`config.mk`:
```
export PLATFORM = sky130hd
export DESIGN_NAME = sbl_loader
export DESIGN_NICKNAME = d
export VERILOG_FILES = /design/src/shared/sbl_pkg.sv /design/src/hdl/sbl_loader.sv /design/src/hdl/sbl_uart_rx.sv /design/src/hdl/sbl_uart_tx.sv
export SDC_FILE = /design/constraint.sdc
export NUM_CORES = 1
export LEC_CHECK = 0
export ABC_AREA = 1
export BUFFER_PORTS_ARGS = -buffer_cell sky130_fd_sc_hd__clkbuf_2
export CAP_MARGIN = 25
export CORE_MARGIN = 2
export CORE_UTILIZATION = 45
export CTS_BUF_LIST = sky130_fd_sc_hd__clkbuf_8
export DETAILED_ROUTE_END_ITERATION = 12
export PLACE_DENSITY = 0.6
export SYNTH_ARGS = -nofsm -noshare
export SYNTH_HDL_FRONTEND = slang
export SYNTH_SLANG_ARGS = --single-unit
```
`constraint.sdc`:
```
create_clock -name SYS_CLK -period 3.3 [get_ports SYS_CLK]
set_input_delay 0.165 -clock SYS_CLK [delete_from_list [all_inputs] [get_ports SYS_CLK]]
set_output_delay 0.165 -clock SYS_CLK [all_outputs]
set_load 0.02 [all_outputs]
```
`src/shared/sbl_pkg.sv`:
```
// constants, types and baud lookup for the serial boot command loader
// assumes a single 25 MHz system clock shared by all loader modules
package sbl_pkg;

  // clock and default link rate
  localparam int CLK_HZ = 25_000_000;
  localparam int BPS_DEFAULT = 9600;
  localparam logic [15:0] DIV_DEFAULT = 16'(CLK_HZ / BPS_DEFAULT);
  localparam logic [3:0] FRAME_BITS = 4'hA;

  // command bytes
  localparam logic [7:0] CMD_MATCH = 8'h5A;
  localparam logic [7:0] CMD_ERASE = 8'hF0;
  localparam logic [7:0] CMD_WRITE = 8'h30;
  localparam logic [7:0] CMD_RAM = 8'h60;
  localparam logic [7:0] CMD_SUM = 8'h90;
  localparam logic [7:0] CMD_ID = 8'hC0;
  localparam logic [7:0] CMD_STAT = 8'hC3;
  localparam logic [7:0] CMD_PROT = 8'hFA;

  // error codes and reply lengths
  localparam logic [7:0] ERR_FRAME = 8'hA1;
  localparam logic [7:0] ERR_OVER = 8'hA3;
  localparam logic [7:0] ERR_BAUD = 8'h62;
  localparam logic [7:0] ERR_CMD = 8'h63;
  localparam logic [3:0] ERR_REPEAT = 4'h3;
  localparam logic [3:0] ID_LEN = 4'hD;
  localparam logic [3:0] STAT_LEN = 4'h7;
  localparam logic [3:0] ADDR_LEN = 4'h4;

  // address ranges and erase area coding
  localparam logic [15:0] FLASH_LO = 16'h1000;
  localparam logic [15:0] FLASH_HI = 16'hFFFF;
  localparam logic [15:0] RAM_LO = 16'h0050;
  localparam logic [15:0] RAM_HI = 16'h083F;
  localparam logic [11:0] SECTOR_LO = 12'h000;
  localparam logic [11:0] SECTOR_HI = 12'hFFF;
  localparam logic [7:0] CHIP_AREA = 8'h1F;

  typedef struct packed {
    logic valid;
    logic [7:0] data;
    logic ferr;
  } sbl_rx_s;

  typedef struct packed {
    logic valid;
    logic [7:0] data;
  } sbl_fwd_s;

  typedef struct packed {
    logic start;
    logic [7:0] code;
    logic [7:0] area;
    logic [15:0] lo;
    logic [15:0] hi;
  } sbl_op_s;

  typedef struct packed {
    logic done;
    logic ok;
  } sbl_pwd_s;

  typedef struct packed {
    logic done;
    logic ok;
    logic [15:0] sum;
  } sbl_done_s;

  // baud change byte to {valid, bit time in clocks}
  function automatic logic [16:0] baud_div(input logic [7:0] code);
    case (code)
      8'h04: baud_div = {1'b1, 16'(CLK_HZ / 76800)};
      8'h05: baud_div = {1'b1, 16'(CLK_HZ / 62500)};
      8'h06: baud_div = {1'b1, 16'(CLK_HZ / 57600)};
      8'h07: baud_div = {1'b1, 16'(CLK_HZ / 38400)};
      8'h0A: baud_div = {1'b1, 16'(CLK_HZ / 31250)};
      8'h18: baud_div = {1'b1, 16'(CLK_HZ / 19200)};
      8'h28: baud_div = {1'b1, DIV_DEFAULT};
      default: baud_div = 17'h00000;
    endcase
  endfunction : baud_div

endpackage : sbl_pkg

```
`src/hdl/sbl_loader.sv`:
```
// serial boot command interpreter: autobaud, baud change, command dispatch
// assumes a back end that does flash, RAM, password and checksum work
`timescale 1ns/100ps
`default_nettype none
module sbl_loader (
  // clock and reset
  input wire logic SYS_CLK,
  input wire logic RSTN,
  // serial link pins
  input wire logic RXD,
  output logic TXD,
  // flash condition
  input wire logic PROTECTED,
  input wire logic BLANK,
  // operation requests and received data to the back end
  output sbl_pkg::sbl_fwd_s FWD,
  output sbl_pkg::sbl_op_s OP,
  output logic [3:0] INFO_IDX,
  output logic JUMP,
  output logic HALTED,
  // results from the back end
  input wire sbl_pkg::sbl_pwd_s PWD,
  input wire sbl_pkg::sbl_done_s DONE,
  input wire logic [7:0] INFO_BYTE
);
  import sbl_pkg::*;

  typedef enum logic [14:0] {
    M_MATCH = 15'h0001,
    M_SEND = 15'h0002,
    M_BAUD = 15'h0004,
    M_BSW = 15'h0008,
    M_CMD = 15'h0010,
    M_ADDR = 15'h0020,
    M_PWD = 15'h0040,
    M_AREA = 15'h0080,
    M_XFER = 15'h0100,
    M_SUM = 15'h0200,
    M_INFO = 15'h0400,
    M_ERR = 15'h0800,
    M_JMP = 15'h1000,
    M_HALT = 15'h2000,
    M_RUN = 15'h4000
  } sbl_state_e;

  sbl_state_e st_reg, st_next, ret_reg, ret_next, cmd_ret, pass_ret;
  logic [15:0] div_reg, div_next, ndiv_reg, ndiv_next;
  logic [15:0] sum_reg, sum_next, period;
  logic [7:0] txb_reg, txb_next, code_reg, code_next;
  logic [7:0] err_reg, err_next, rx_err, op_code, tx_data;
  logic [3:0] cnt_reg, cnt_next, info_len;
  logic [16:0] baud_lu;
  sbl_rx_s rx;
  logic rx_ok, rx_bad, cmd_known, pass_now, area_ok, tx_ready, tx_go;

  // receive path decode
  assign rx_ok = rx.valid & ~rx.ferr;
  assign rx_bad = rx.ferr | ~tx_ready; // a byte during our own reply is an overrun
  assign rx_err = rx.ferr ? ERR_FRAME : ERR_OVER;
  assign baud_lu = baud_div(rx.data);
  assign cmd_known = (rx.data == CMD_ERASE) || (rx.data == CMD_WRITE) ||
    (rx.data == CMD_RAM) || (rx.data == CMD_SUM) || (rx.data == CMD_ID) ||
    (rx.data == CMD_STAT) || (rx.data == CMD_PROT);

  // where a command goes once its echo is out
  assign cmd_ret = (rx.data == CMD_ERASE) ? M_ADDR :
    (rx.data == CMD_WRITE || rx.data == CMD_RAM) ?
      (PROTECTED ? M_HALT : M_ADDR) :
    (rx.data == CMD_SUM) ? M_XFER :
    (rx.data == CMD_PROT) ? M_CMD : M_INFO;
  assign pass_ret = (code_reg == CMD_ERASE) ? M_AREA : M_XFER;
  assign info_len = (code_reg == CMD_ID) ? ID_LEN : STAT_LEN;

  // password gate: blank parts pass after the four address bytes
  assign pass_now = (st_reg == M_ADDR && rx_ok && cnt_reg == ADDR_LEN - 4'h1 &&
    BLANK) || (st_reg == M_PWD && PWD.done && PWD.ok);
  assign area_ok = rx_ok && (!PROTECTED || rx.data == CHIP_AREA);

  // operation request to the back end
  assign op_code = (st_reg == M_CMD) ? rx.data : code_reg;
  assign OP.start = (st_reg == M_CMD && rx.valid && !rx_bad &&
    (rx.data == CMD_SUM || rx.data == CMD_PROT)) ||
    (pass_now && code_reg != CMD_ERASE) ||
    (st_reg == M_AREA && area_ok);
  assign OP.code = op_code;
  assign OP.area = rx.data;
  // erase range comes from the area nibbles, each one a 4-kbyte sector
  assign OP.lo = (op_code == CMD_ERASE) ? {rx.data[7:4], SECTOR_LO} :
    (op_code == CMD_RAM) ? RAM_LO : FLASH_LO;
  assign OP.hi = (op_code == CMD_ERASE) ? {rx.data[3:0], SECTOR_HI} :
    (op_code == CMD_RAM) ? RAM_HI : FLASH_HI;

  // addresses, password string and records stream to the back end
  assign FWD.valid = rx_ok && (st_reg == M_ADDR || st_reg == M_PWD ||
    st_reg == M_XFER);
  assign FWD.data = rx.data;

  // transmit selection
  assign tx_go = tx_ready && (st_reg == M_SEND || st_reg == M_SUM ||
    st_reg == M_INFO || st_reg == M_ERR);
  assign tx_data = (st_reg == M_SUM) ?
      ((cnt_reg == 4'h0) ? sum_reg[15:8] : sum_reg[7:0]) :
    (st_reg == M_INFO) ? INFO_BYTE :
    (st_reg == M_ERR) ? err_reg : txb_reg;
  assign INFO_IDX = cnt_reg;
  assign JUMP = (st_reg == M_JMP) && tx_ready;
  assign HALTED = (st_reg == M_HALT);

  // command sequencer
  always_comb begin
    st_next = st_reg;
    ret_next = ret_reg;
    div_next = div_reg;
    ndiv_next = ndiv_reg;
    sum_next = sum_reg;
    txb_next = txb_reg;
    code_next = code_reg;
    err_next = err_reg;
    cnt_next = cnt_reg;
    unique case (st_reg)
      // hunt at the bit time measured from the match byte; a bad match stays silent
      M_MATCH: if (rx_ok && rx.data == CMD_MATCH) begin
        div_next = period;
        txb_next = CMD_MATCH;
        ret_next = M_BAUD;
        st_next = M_SEND;
      end
      M_SEND: if (tx_ready) begin
        st_next = ret_reg;
      end
      M_BAUD: if (rx.valid && rx_bad) begin
        err_next = rx_err;
        cnt_next = 4'h0;
        st_next = M_ERR;
      end else if (rx.valid && !baud_lu[16]) begin
        err_next = ERR_BAUD;
        cnt_next = 4'h0;
        st_next = M_ERR;
      end else if (rx.valid) begin
        txb_next = rx.data;
        ndiv_next = baud_lu[15:0];
        ret_next = M_BSW;
        st_next = M_SEND;
      end
      // switch rate only once the echo has left at the old one
      M_BSW: if (tx_ready) begin
        div_next = ndiv_reg;
        st_next = M_CMD;
      end
      M_CMD: if (rx.valid && rx_bad) begin
        err_next = rx_err;
        cnt_next = 4'h0;
        st_next = M_ERR;
      end else if (rx.valid && !cmd_known) begin
        err_next = ERR_CMD;
        cnt_next = 4'h0;
        st_next = M_ERR;
      end else if (rx.valid) begin
        txb_next = rx.data;
        code_next = rx.data;
        cnt_next = 4'h0;
        ret_next = cmd_ret;
        st_next = M_SEND;
      end
      // two address words, high byte first; a framing error halts
      M_ADDR: if (rx.valid && rx.ferr) begin
        st_next = M_HALT;
      end else if (rx.valid && cnt_reg == ADDR_LEN - 4'h1) begin
        cnt_next = 4'h0;
        st_next = BLANK ? pass_ret : M_PWD;
      end else if (rx.valid) begin
        cnt_next = cnt_reg + 4'h1;
      end
      M_PWD: if (PWD.done) begin
        st_next = PWD.ok ? pass_ret : M_HALT;
      end else if (rx.valid && rx.ferr) begin
        st_next = M_HALT;
      end
      M_AREA: if (rx.valid) begin
        st_next = area_ok ? M_XFER : M_HALT;
      end
      // a failed operation sends nothing and stops
      M_XFER: if (DONE.done) begin
        sum_next = DONE.sum;
        cnt_next = 4'h0;
        st_next = DONE.ok ? M_SUM : M_HALT;
      end
      M_SUM: if (tx_ready) begin
        cnt_next = cnt_reg + 4'h1;
        if (cnt_reg == 4'h1) begin
          st_next = (code_reg == CMD_RAM) ? M_JMP : M_CMD;
        end
      end
      M_INFO: if (tx_ready) begin
        cnt_next = cnt_reg + 4'h1;
        if (cnt_reg == info_len - 4'h1) begin
          st_next = M_CMD;
        end
      end
      M_ERR: if (tx_ready) begin
        cnt_next = cnt_reg + 4'h1;
        if (cnt_reg == ERR_REPEAT - 4'h1) begin
          st_next = M_HALT;
        end
      end
      M_JMP: if (tx_ready) begin
        st_next = M_RUN;
      end
      M_HALT, M_RUN: st_next = st_reg;
      default: st_next = M_HALT;
    endcase
  end

  always_ff @(posedge SYS_CLK or negedge RSTN) begin
    if (!RSTN) begin
      st_reg <= M_MATCH;
      ret_reg <= M_MATCH;
      div_reg <= DIV_DEFAULT;
      ndiv_reg <= DIV_DEFAULT;
      sum_reg <= 16'h0000;
      txb_reg <= 8'h00;
      code_reg <= 8'h00;
      err_reg <= 8'h00;
      cnt_reg <= 4'h0;
    end else begin
      st_reg <= st_next;
      ret_reg <= ret_next;
      div_reg <= div_next;
      ndiv_reg <= ndiv_next;
      sum_reg <= sum_next;
      txb_reg <= txb_next;
      code_reg <= code_next;
      err_reg <= err_next;
      cnt_reg <= cnt_next;
    end
  end

  // receiver hunts for the start-bit length until matched
  sbl_uart_rx u_rx (
    .clk(SYS_CLK),
    .rstn(RSTN),
    .rxd(RXD),
    .hunt(st_reg == M_MATCH),
    .div(div_reg),
    .rx(rx),
    .period(period)
  );

  sbl_uart_tx u_tx (
    .clk(SYS_CLK),
    .rstn(RSTN),
    .start(tx_go),
    .data(tx_data),
    .div(div_reg),
    .ready(tx_ready),
    .txd(TXD)
  );
endmodule : sbl_loader
`default_nettype wire

```
`src/hdl/sbl_uart_rx.sv`:
```
// serial receiver, 8N1, with start-bit length measurement for autobaud
// assumes an idle-high line; in hunt mode the byte must begin 0,0,1
`timescale 1ns/100ps
`default_nettype none
module sbl_uart_rx (
  // clock and reset
  input wire logic clk,
  input wire logic rstn,
  // line and timing
  input wire logic rxd,
  input wire logic hunt,
  input wire logic [15:0] div,
  // received character and measured bit time
  output sbl_pkg::sbl_rx_s rx,
  output logic [15:0] period
);
  import sbl_pkg::*;

  typedef enum logic [3:0] {
    R_IDLE = 4'h1,
    R_MEAS = 4'h2,
    R_BITS = 4'h4,
    R_STOP = 4'h8
  } sbl_rx_state_e;

  sbl_rx_state_e st_reg, st_next;
  logic [2:0] sync_reg;
  logic line_reg, line_next, fall;
  logic [15:0] tmr_reg, tmr_next, per_reg, per_next, bit_time;
  logic [7:0] sh_reg, sh_next;
  logic [2:0] idx_reg, idx_next;
  sbl_rx_s rx_next;

  // a level counts once the second and third stages agree
  assign line_next = (sync_reg[1] == sync_reg[2]) ? sync_reg[2] : line_reg;
  assign fall = line_reg & ~line_next;
  assign bit_time = hunt ? per_reg : div;
  assign period = per_reg;

  // frame walk: start bit, 8 data bits lsb first, one stop bit
  always_comb begin
    st_next = st_reg;
    tmr_next = tmr_reg;
    per_next = per_reg;
    sh_next = sh_reg;
    idx_next = idx_reg;
    rx_next = '0;
    unique case (st_reg)
      R_IDLE: if (fall) begin
        st_next = hunt ? R_MEAS : R_BITS;
        tmr_next = hunt ? 16'h0000 : div + (div >> 1);
        idx_next = 3'h0;
        sh_next = 8'h00;
      end
      // start plus bit 0 form one low run of two bit times
      R_MEAS: if (line_next) begin
        per_next = tmr_reg >> 1;
        tmr_next = tmr_reg >> 2;
        idx_next = 3'h1;
        st_next = R_BITS;
      end else if (tmr_reg == 16'hFFFF) begin
        st_next = R_IDLE;
      end else begin
        tmr_next = tmr_reg + 16'h0001;
      end
      R_BITS: if (tmr_reg == 16'h0000) begin
        sh_next = {line_reg, sh_reg[7:1]};
        tmr_next = bit_time - 16'h0001;
        idx_next = idx_reg + 3'h1;
        if (idx_reg == 3'h7) begin
          st_next = R_STOP;
        end
      end else begin
        tmr_next = tmr_reg - 16'h0001;
      end
      R_STOP: if (tmr_reg == 16'h0000) begin
        rx_next.valid = 1'b1;
        rx_next.data = sh_reg;
        rx_next.ferr = ~line_reg;
        st_next = R_IDLE;
      end else begin
        tmr_next = tmr_reg - 16'h0001;
      end
      default: st_next = R_IDLE;
    endcase
  end

  always_ff @(posedge clk or negedge rstn) begin
    if (!rstn) begin
      st_reg <= R_IDLE;
      sync_reg <= 3'h7;
      line_reg <= 1'b1;
      tmr_reg <= 16'h0000;
      per_reg <= DIV_DEFAULT;
      sh_reg <= 8'h00;
      idx_reg <= 3'h0;
      rx <= '0;
    end else begin
      st_reg <= st_next;
      sync_reg <= {sync_reg[1:0], rxd};
      line_reg <= line_next;
      tmr_reg <= tmr_next;
      per_reg <= per_next;
      sh_reg <= sh_next;
      idx_reg <= idx_next;
      rx <= rx_next;
    end
  end

endmodule : sbl_uart_rx
`default_nettype wire

```
`src/hdl/sbl_uart_tx.sv`:
```
// serial transmitter, 8N1, bit time given in clocks
// assumes div stays constant while a frame is on the line
`timescale 1ns/100ps
`default_nettype none
module sbl_uart_tx (
  // clock and reset
  input wire logic clk,
  input wire logic rstn,
  // byte to send
  input wire logic start,
  input wire logic [7:0] data,
  input wire logic [15:0] div,
  // line and handshake
  output logic ready,
  output logic txd
);
  import sbl_pkg::*;

  logic [9:0] sh_reg;
  logic [3:0] cnt_reg;
  logic [15:0] tmr_reg;

  assign ready = (cnt_reg == 4'h0);
  assign txd = sh_reg[0];

  // stop bit is the idle level, so the line never glitches between frames
  always_ff @(posedge clk or negedge rstn) begin
    if (!rstn) begin
      sh_reg <= 10'h3FF;
      cnt_reg <= 4'h0;
      tmr_reg <= 16'h0000;
    end else if (start && ready) begin
      sh_reg <= {1'b1, data, 1'b0};
      cnt_reg <= FRAME_BITS;
      tmr_reg <= div - 16'h0001;
    end else if (!ready && tmr_reg == 16'h0000) begin
      sh_reg <= {1'b1, sh_reg[9:1]};
      cnt_reg <= cnt_reg - 4'h1;
      tmr_reg <= div - 16'h0001;
    end else if (!ready) begin
      tmr_reg <= tmr_reg - 16'h0001;
    end
  end

endmodule : sbl_uart_tx
`default_nettype wire

```
==> impl_results.md, run 1 <==
* Status: completed
* Wire per inst at about 17 um
* Syn Area/Cell at between 7 and 8 sq um
* Setup violators final at 0
* Mapped cell area at about 0.013 sq mm
* Met3 Usage GRT at 4.875%
* MaxCap Viol Count at 0
* Reg2Reg Depth at 8
* TNS Setup at 0 ns
* Number of hold violations in the final report at 0
* Layout cells sized above 1 at between 10% and 20%
* Synth warnings at 0
* Final wirelength at roughly 38 mm
* Mapped Cells at between 1,500 and 2,000
* Vias in the first global route at around 11,000
* Static leakage at between 7 and 8 nW
* Fill count at around 2,800
* Drt first pass iters at 5
* Register area at roughly 0.0045 sq mm
* Antenna diode instance count at 0
* Register area share after synthesis at between 30% and 40%
* Synth-to-Final Area Change at 10.34%
* Core area at around 0.028 sq mm
* Hold EP: st_reg[9]$_DFFE_PN0P_
* Final Max Slew Viols at 0
* Hold path depth at 5
* Post-route antenna net violation count at 0
* DRC Markers at 0
* Clk root buf: clkbuf_8
* Synth unique cells at 63
* DP Wirelength at just under 30 mm
* VDD IR max at approximately 0.00028 V
* Worst-skew pair later-pin latency at roughly 0.50 ns
* Setup slack, reg-to-reg at ~0.4 ns
* Max-slew headroom at between 30% and 40%
* Reg2Reg Launch Point: u_rx.rx[9]$_DFF_PN0_
* Most common cell after layout, fill and taps aside: nand2_1
* Initial antenna violation count at 0
* Top FF cell, synth: dfrtp_1
* Fin crit share at between 90% and 100%
* Starting density of the core at 45.84%
* Min-Delay Path Class: in2reg
* Worst-Margin Slew at a little under 1 ns
* Core Rows at 61
* Die Area at between 0.02 and 0.03 sq mm
* Crit path DAT at about 2.9 ns
* R2r endpoint: st_reg[6]$_DFFE_PN0P_
* First-pass GRT wire length at roughly 61 mm
* DR vias/cell at 5.437
* Grt total ovfl at 0
* Most frequent cells in the layout: 340 x nand2_1, 233 x inv_1, 159 x nor2_1, 149 x dfrtp_1, 122 x o21ai_0
* CTS H-Tree Depth at 4
* PD cells at about 390 mW/mm^2
* Post-synth EDFFs at 0
* Cell area after layout at 0.01409 sq mm
* Hold slack at about 0.056 ns
* Final nets at 1,904
* CTS sink cnt at between 150 and 200
* Area of placed instances at approximately 0.013 sq mm
* Final Util at approximately half
* Worst Skew at approximately 0.019 ns
* Async set or reset register ratio after synthesis at between 90% and 100%
* Routed vias at roughly 12,000
* Met2 usage at between 40 and 50%
* Io pins at just under 100
* Fmax at roughly 320 MHz
* Clock-pin slew on the worst setup and hold paths at about 0.1 ns
* Crit path kind: reg2out
* Multi-input logic area at about 0.0069 sq mm
* Critical Path End Type: output pin
* FF+latch count, synth at 180
* Iteration-0 DRC Markers at 1,322
* Num CTS Buffers at 17
* Critical Path Fanout Max at 13
* PortBufs at 80
* Die Span Y at 172.5 um
* Clock buffer depth at 2
* Worst hold start: DONE[16]
* Largest net degree at the start of global routing at 82
* GR Layer Usage met1 at between 30% and 40%
* Die X-Extent at 172.5 um
* CP Launch Type: flip-flop
* RePlAce Congestion at between 0.9 and 1
* GRT Total Usage at 26.65%
* Final min period at 3.106 ns
* CTS tree: done
* Worst Path Required at ~3.1 ns
* Gr busiest metal: met2
worst max-delay path, stage by stage, from the launching register on:
cell      delay (ns)
dfrtp_1         0.42
nor2_2          0.21
nand3_1         0.18
inv_1           0.16
nand3_4         0.19
nand2_1         0.11
o21ai_1         0.09
nor2_1          0.16
nand3_1         0.13
nor3_4          0.22
nand3_2         0.19
nand2_2         0.15
o21ai_1         0.08
clkbuf_2        0.16
metal layers:
metal	vias to the layer above	part of all wire, %	routed length (um)
met5	-	0	0
met2	412	44	16780
met1	5729	47	18010
met3	61	7.0	2689
li1	5851	-	-
met4	0	2.4	912
report_power, final:
| part | internal [mW] | switching, mW | total (mW) |
|---|---|---|---|
| Combinational | 0.450 | 0.935 | 1.38 |
| Sequential | 2.33 | 0.195 | 2.52 |
| Clock | 0.632 | 0.954 | 1.59 |
| Total | 3.41 | 2.08 | 5.49 |
cell type report:
type	instances	area share, %
timing repair buffer	137	6.296
clock inverter	15	1.154
tap	378	3.357
multi-input combinational	1241	48.65
sequential	180	32.24
clock buffer	17	1.661
inverter	249	6.633
worst max-delay path by stage:
stage / to / slack [ns] / depth (start not counted) / from
5_1_grt: OP[12] / -0.009 / 15 / st_reg[1]$_DFFE_PN0P_
3_5_place_dp: st_reg[6]$_DFFE_PN0P_ / 0.46 / 8 / u_rx.rx[9]$_DFF_PN0_
2_1_floorplan: OP[22] / 0.63 / 14 / st_reg[13]$_DFFE_PN0P_
3_3_place_gp: st_reg[12]$_DFFE_PN0P_ / 0.51 / 8 / u_rx.rx[9]$_DFF_PN0_
6_report: OP[14] / 0.19 / 13 / st_reg[6]$_DFFE_PN0P_
4_1_cts: OP[14] / 0.10 / 13 / st_reg[6]$_DFFE_PN0P_
synthesized netlist by cell type, drive strengths merged, types with 5 or more instances:
cell type / count / area share (%)
buf: 61 / 3.6
nand3: 125 / 5.2
ha: 44 / 4.3
nand3b: 5 / 0.32
nand4: 36 / 1.8
a22oi: 7 / 0.41
nand2: 355 / 11
clkbuf: 16 / 0.47
nor3: 40 / 1.9
mux2i: 5 / 0.39
o21ai: 176 / 7.2
xnor2: 7 / 0.48
or2: 6 / 0.29
nor2: 185 / 6.5
dfrtp: 149 / 29
o22ai: 26 / 1.3
dfstp: 31 / 6.4
xor2: 41 / 2.8
inv: 244 / 7.2
mux2: 19 / 1.7
nor4: 13 / 0.80
o211ai: 7 / 0.45
a21oi: 76 / 3.1
o21bai: 6 / 0.35
clkinv: 5 / 0.15
o31ai: 6 / 0.35
a31oi: 12 / 0.59
logic make-up (layout without fill, tap and decap cells):
logic type,count (synthesis),in the layout,share of synthesized area [%]
simple gates,769,769,27.87
mux,24,24,2.067
fa+ha+maj,45,45,4.468
flops,180,180,35.58
xor+xnor,48,48,3.292
compound gates,338,338,15.30
other cells,2,17,0.05881
buf+inv,326,418,11.37
timing repair:
action / CTS / global route
buffers inserted: 0 / 3
endpoints found under the setup margin: 5 / 5
gates resized for setup: 1 / 3
pin swaps: 0 / 1
hold buffers: 20 / 0
hold endpoints to repair: 81 / 0
through the flow:
step	cells	worst slack (ns)	total power, mW
global route	2217	-0.008642	5.816
floorplan	1747	0.6297	3.450
finish	2217	0.1937	5.494
detailed placement	2162	0.4567	3.894
CTS	2214	0.1010	5.491
global placement	2162	0.5109	3.895
Note: power is estimated with default switching activity, not from simulation.
==> run 2, diff against run 1 <==
- CORE_UTILIZATION: 45 -> 55
- HOLD_SLACK_MARGIN: unset -> 0.08
- PLACE_DENSITY: 0.6 -> 0.71
==> run 2 against run 1 <==
Register-to-register slack better by 0.03 ns. Fmax about the same. Sequential power about the same. Global-route usage up 5.1 points. Clock skew up 0.011 ns. Flip-flop and latch count unchanged. Highest routed layer unchanged.
==> impl_results.md, run 2 (synthesis results as in run 1) <==
* CTS H-Tree Depth at 4 (unchanged)
* Min-Delay Path Class: in2reg
* Initial antenna violation count at 0 (unchanged)
* First-pass GRT wire length at 60.96 mm (+0.35%)
* Worst-skew pair later-pin latency at 0.50 ns (about the same)
* RePlAce Congestion at 0.9684 (+1.2%)
* Number of hold violations in the final report at 0 (unchanged)
* Largest net degree at the start of global routing at 87 (+6.1%)
* Core area at 0.02271 sq mm (-18%)
* Worst Skew at 0.03090 ns (+0.01144 ns)
* Hold path depth at 5 (unchanged)
* Worst hold start: INFO_BYTE[0]
* Setup slack, reg-to-reg at 0.43 ns (+0.03 ns)
* TNS Setup at 0 ns (unchanged)
* Hold EP: u_tx.sh_reg[1]$_DFFE_PN1P_
* Fin crit share at 94.07% (about the same)
* Critical Path End Type: output pin
* MaxCap Viol Count at 0 (unchanged)
* Hold slack at 0.09652 ns (+0.04058 ns)
* Die X-Extent at 156.4 um (-9.3%)
* Setup violators final at 0 (unchanged)
* Fill count at 2,100 (-24%)
* Final nets at 1,910 (+0.32%)
* Die Span Y at 156.4 um (-9.3%)
* Layout cells sized above 1 at 15.61% (+0.058 points)
* Post-route antenna net violation count at 0 (unchanged)
* Critical Path Fanout Max at 9 (-4)
* Fmax at 322.1 MHz (about the same)
* Final min period at 3.104 ns (-0.002074 ns)
* Reg2Reg Depth at 13 (+5)
* CP Launch Type: flip-flop
* DR vias/cell at 5.706 (+4.9%)
* DP Wirelength at 28.82 mm (-2.8%)
* Antenna diode instance count at 0 (unchanged)
* Reg2Reg Launch Point: st_reg[9]$_DFFE_PN0P_
* PD cells at 389.9 mW/mm^2 (about the same)
* Starting density of the core at 56.23% (+10 points)
* Iteration-0 DRC Markers at 1,299 (-1.7%)
* Crit path kind: reg2out
* RSZ-0062 raised after global routing: false
* VDD IR max at 0.0002942 V (+4.4%)
* CTS sink cnt at 180 (unchanged)
* Grt total ovfl at 0 (unchanged)
* Vias in the first global route at 11,520 (+2.8%)
* GRT Total Usage at 31.73% (+5.1 points)
* Final wirelength at 37.76 mm (-1.6%)
* R2r endpoint: st_reg[10]$_DFFE_PN0P_
* Static leakage at 7.080 nW (+0.47%)
* Clock-pin slew on the worst setup and hold paths at 0.10 ns (about the same)
* Worst Path Required at 3.13 ns (about the same)
* Most frequent cells in the layout: 340 x nand2_1, 234 x inv_1, 159 x nor2_1, 149 x dfrtp_1, 122 x o21ai_0
* Status: completed
* Wire per inst at 17.73 um (+2.4%)
* Die Area at 0.02445 sq mm (-18%)
* DRC Markers at 0 (unchanged)
* CTS tree: done
* Max-slew headroom at 32.05% (-1.6 points)
* PortBufs at 80 (unchanged)
* Num CTS Buffers at 17 (unchanged)
* Core Rows at 55 (-9.8%)
* Most common cell after layout, fill and taps aside: nand2_1
* Drt first pass iters at 6 (+1)
* Worst-Margin Slew at 1.016 ns (+0.02448 ns)
* Clock buffer depth at 2 (unchanged)
* Clk root buf: clkbuf_8
* Final Max Slew Viols at 0 (unchanged)
* Synth-to-Final Area Change at 9.867%
* Crit path DAT at 2.94 ns (about the same)
* Routed vias at 12,150 (+0.83%)
* Io pins at 98 (unchanged)
## run 2: how the worst max path moves through the flow
stage / start / end / slack (ns)
3_3_place_gp: st_reg[13]$_DFFE_PN0P_ / OP[28] / 0.58
2_1_floorplan: st_reg[13]$_DFFE_PN0P_ / OP[22] / 0.63
4_1_cts: st_reg[11]$_DFFE_PN0P_ / OP[14] / 0.04
5_1_grt: st_reg[11]$_DFFE_PN0P_ / OP[12] / 0.04
6_report: st_reg[11]$_DFFE_PN0P_ / OP[14] / 0.20
3_5_place_dp: st_reg[13]$_DFFE_PN0P_ / OP[28] / 0.45
## run 2: layout make-up
| type | instances | area (sq um) | area share (%) |
|---|---|---|---|
| clock inverters | 14 | 147.6 | 1.052 |
| flip-flops and latches | 180 | 4543 | 32.38 |
| well taps | 285 | 356.6 | 2.542 |
| repair buffers | 142 | 939.7 | 6.698 |
| inverters | 249 | 934.6 | 6.662 |
| clock buffers | 18 | 247.7 | 1.766 |
| multi-input cells | 1242 | 6860 | 48.90 |
## run 2: critical path, stage by stage, from the launching register on
cell	delay, ns
dfrtp_1	0.45
nor2_4	0.18
nand2_4	0.12
nor2_8	0.20
nand2_2	0.12
nor2_4	0.22
buf_2	0.22
nor2_1	0.05
a21oi_1	0.20
inv_1	0.14
nand3_4	0.16
nand2_2	0.10
o21ai_1	0.10
clkbuf_2	0.19
## run 2: report_power, final
group / internal, mW / switching [mW] / total, mW
sequential: 2.33 / 0.196 / 2.52
combinational: 0.444 / 0.939 / 1.38
clock: 0.645 / 0.918 / 1.56
total: 3.42 / 2.05 / 5.47
## run 2: routing by layer
layer | routed length [um] | track usage, %
met3 | 3263 | 6.203
met2 | 16700 | 48.98
met1 | 17210 | 46.01
met5 | 0 | 0
met4 | 581 | 7.514
## run 2: per-stage QoR
step,setup slack [ns],instances,power (mW),area (sq um),utilization (%)
detailed placement,0.4488,2066,3.884,13320,58.64
CTS,0.03937,2121,5.466,13950,61.42
floorplan,0.6297,1747,3.450,12830,-
finish,0.1957,2130,5.470,14030,61.78
global route,0.03675,2130,5.782,14030,61.78
global placement,0.5828,2066,3.882,13320,58.64
## run 2: repair_timing
| item | in CTS | in global routing |
|---|---|---|
| setup endpoints to repair | 5 | 10 |
| gates resized for setup | 1 | 2 |
| hold buffers | 23 | 0 |
| hold endpoints to repair | 69 | 0 |
| pin swaps | 0 | 2 |
| gates cloned | 0 | 1 |
| buffers inserted | 0 | 8 |
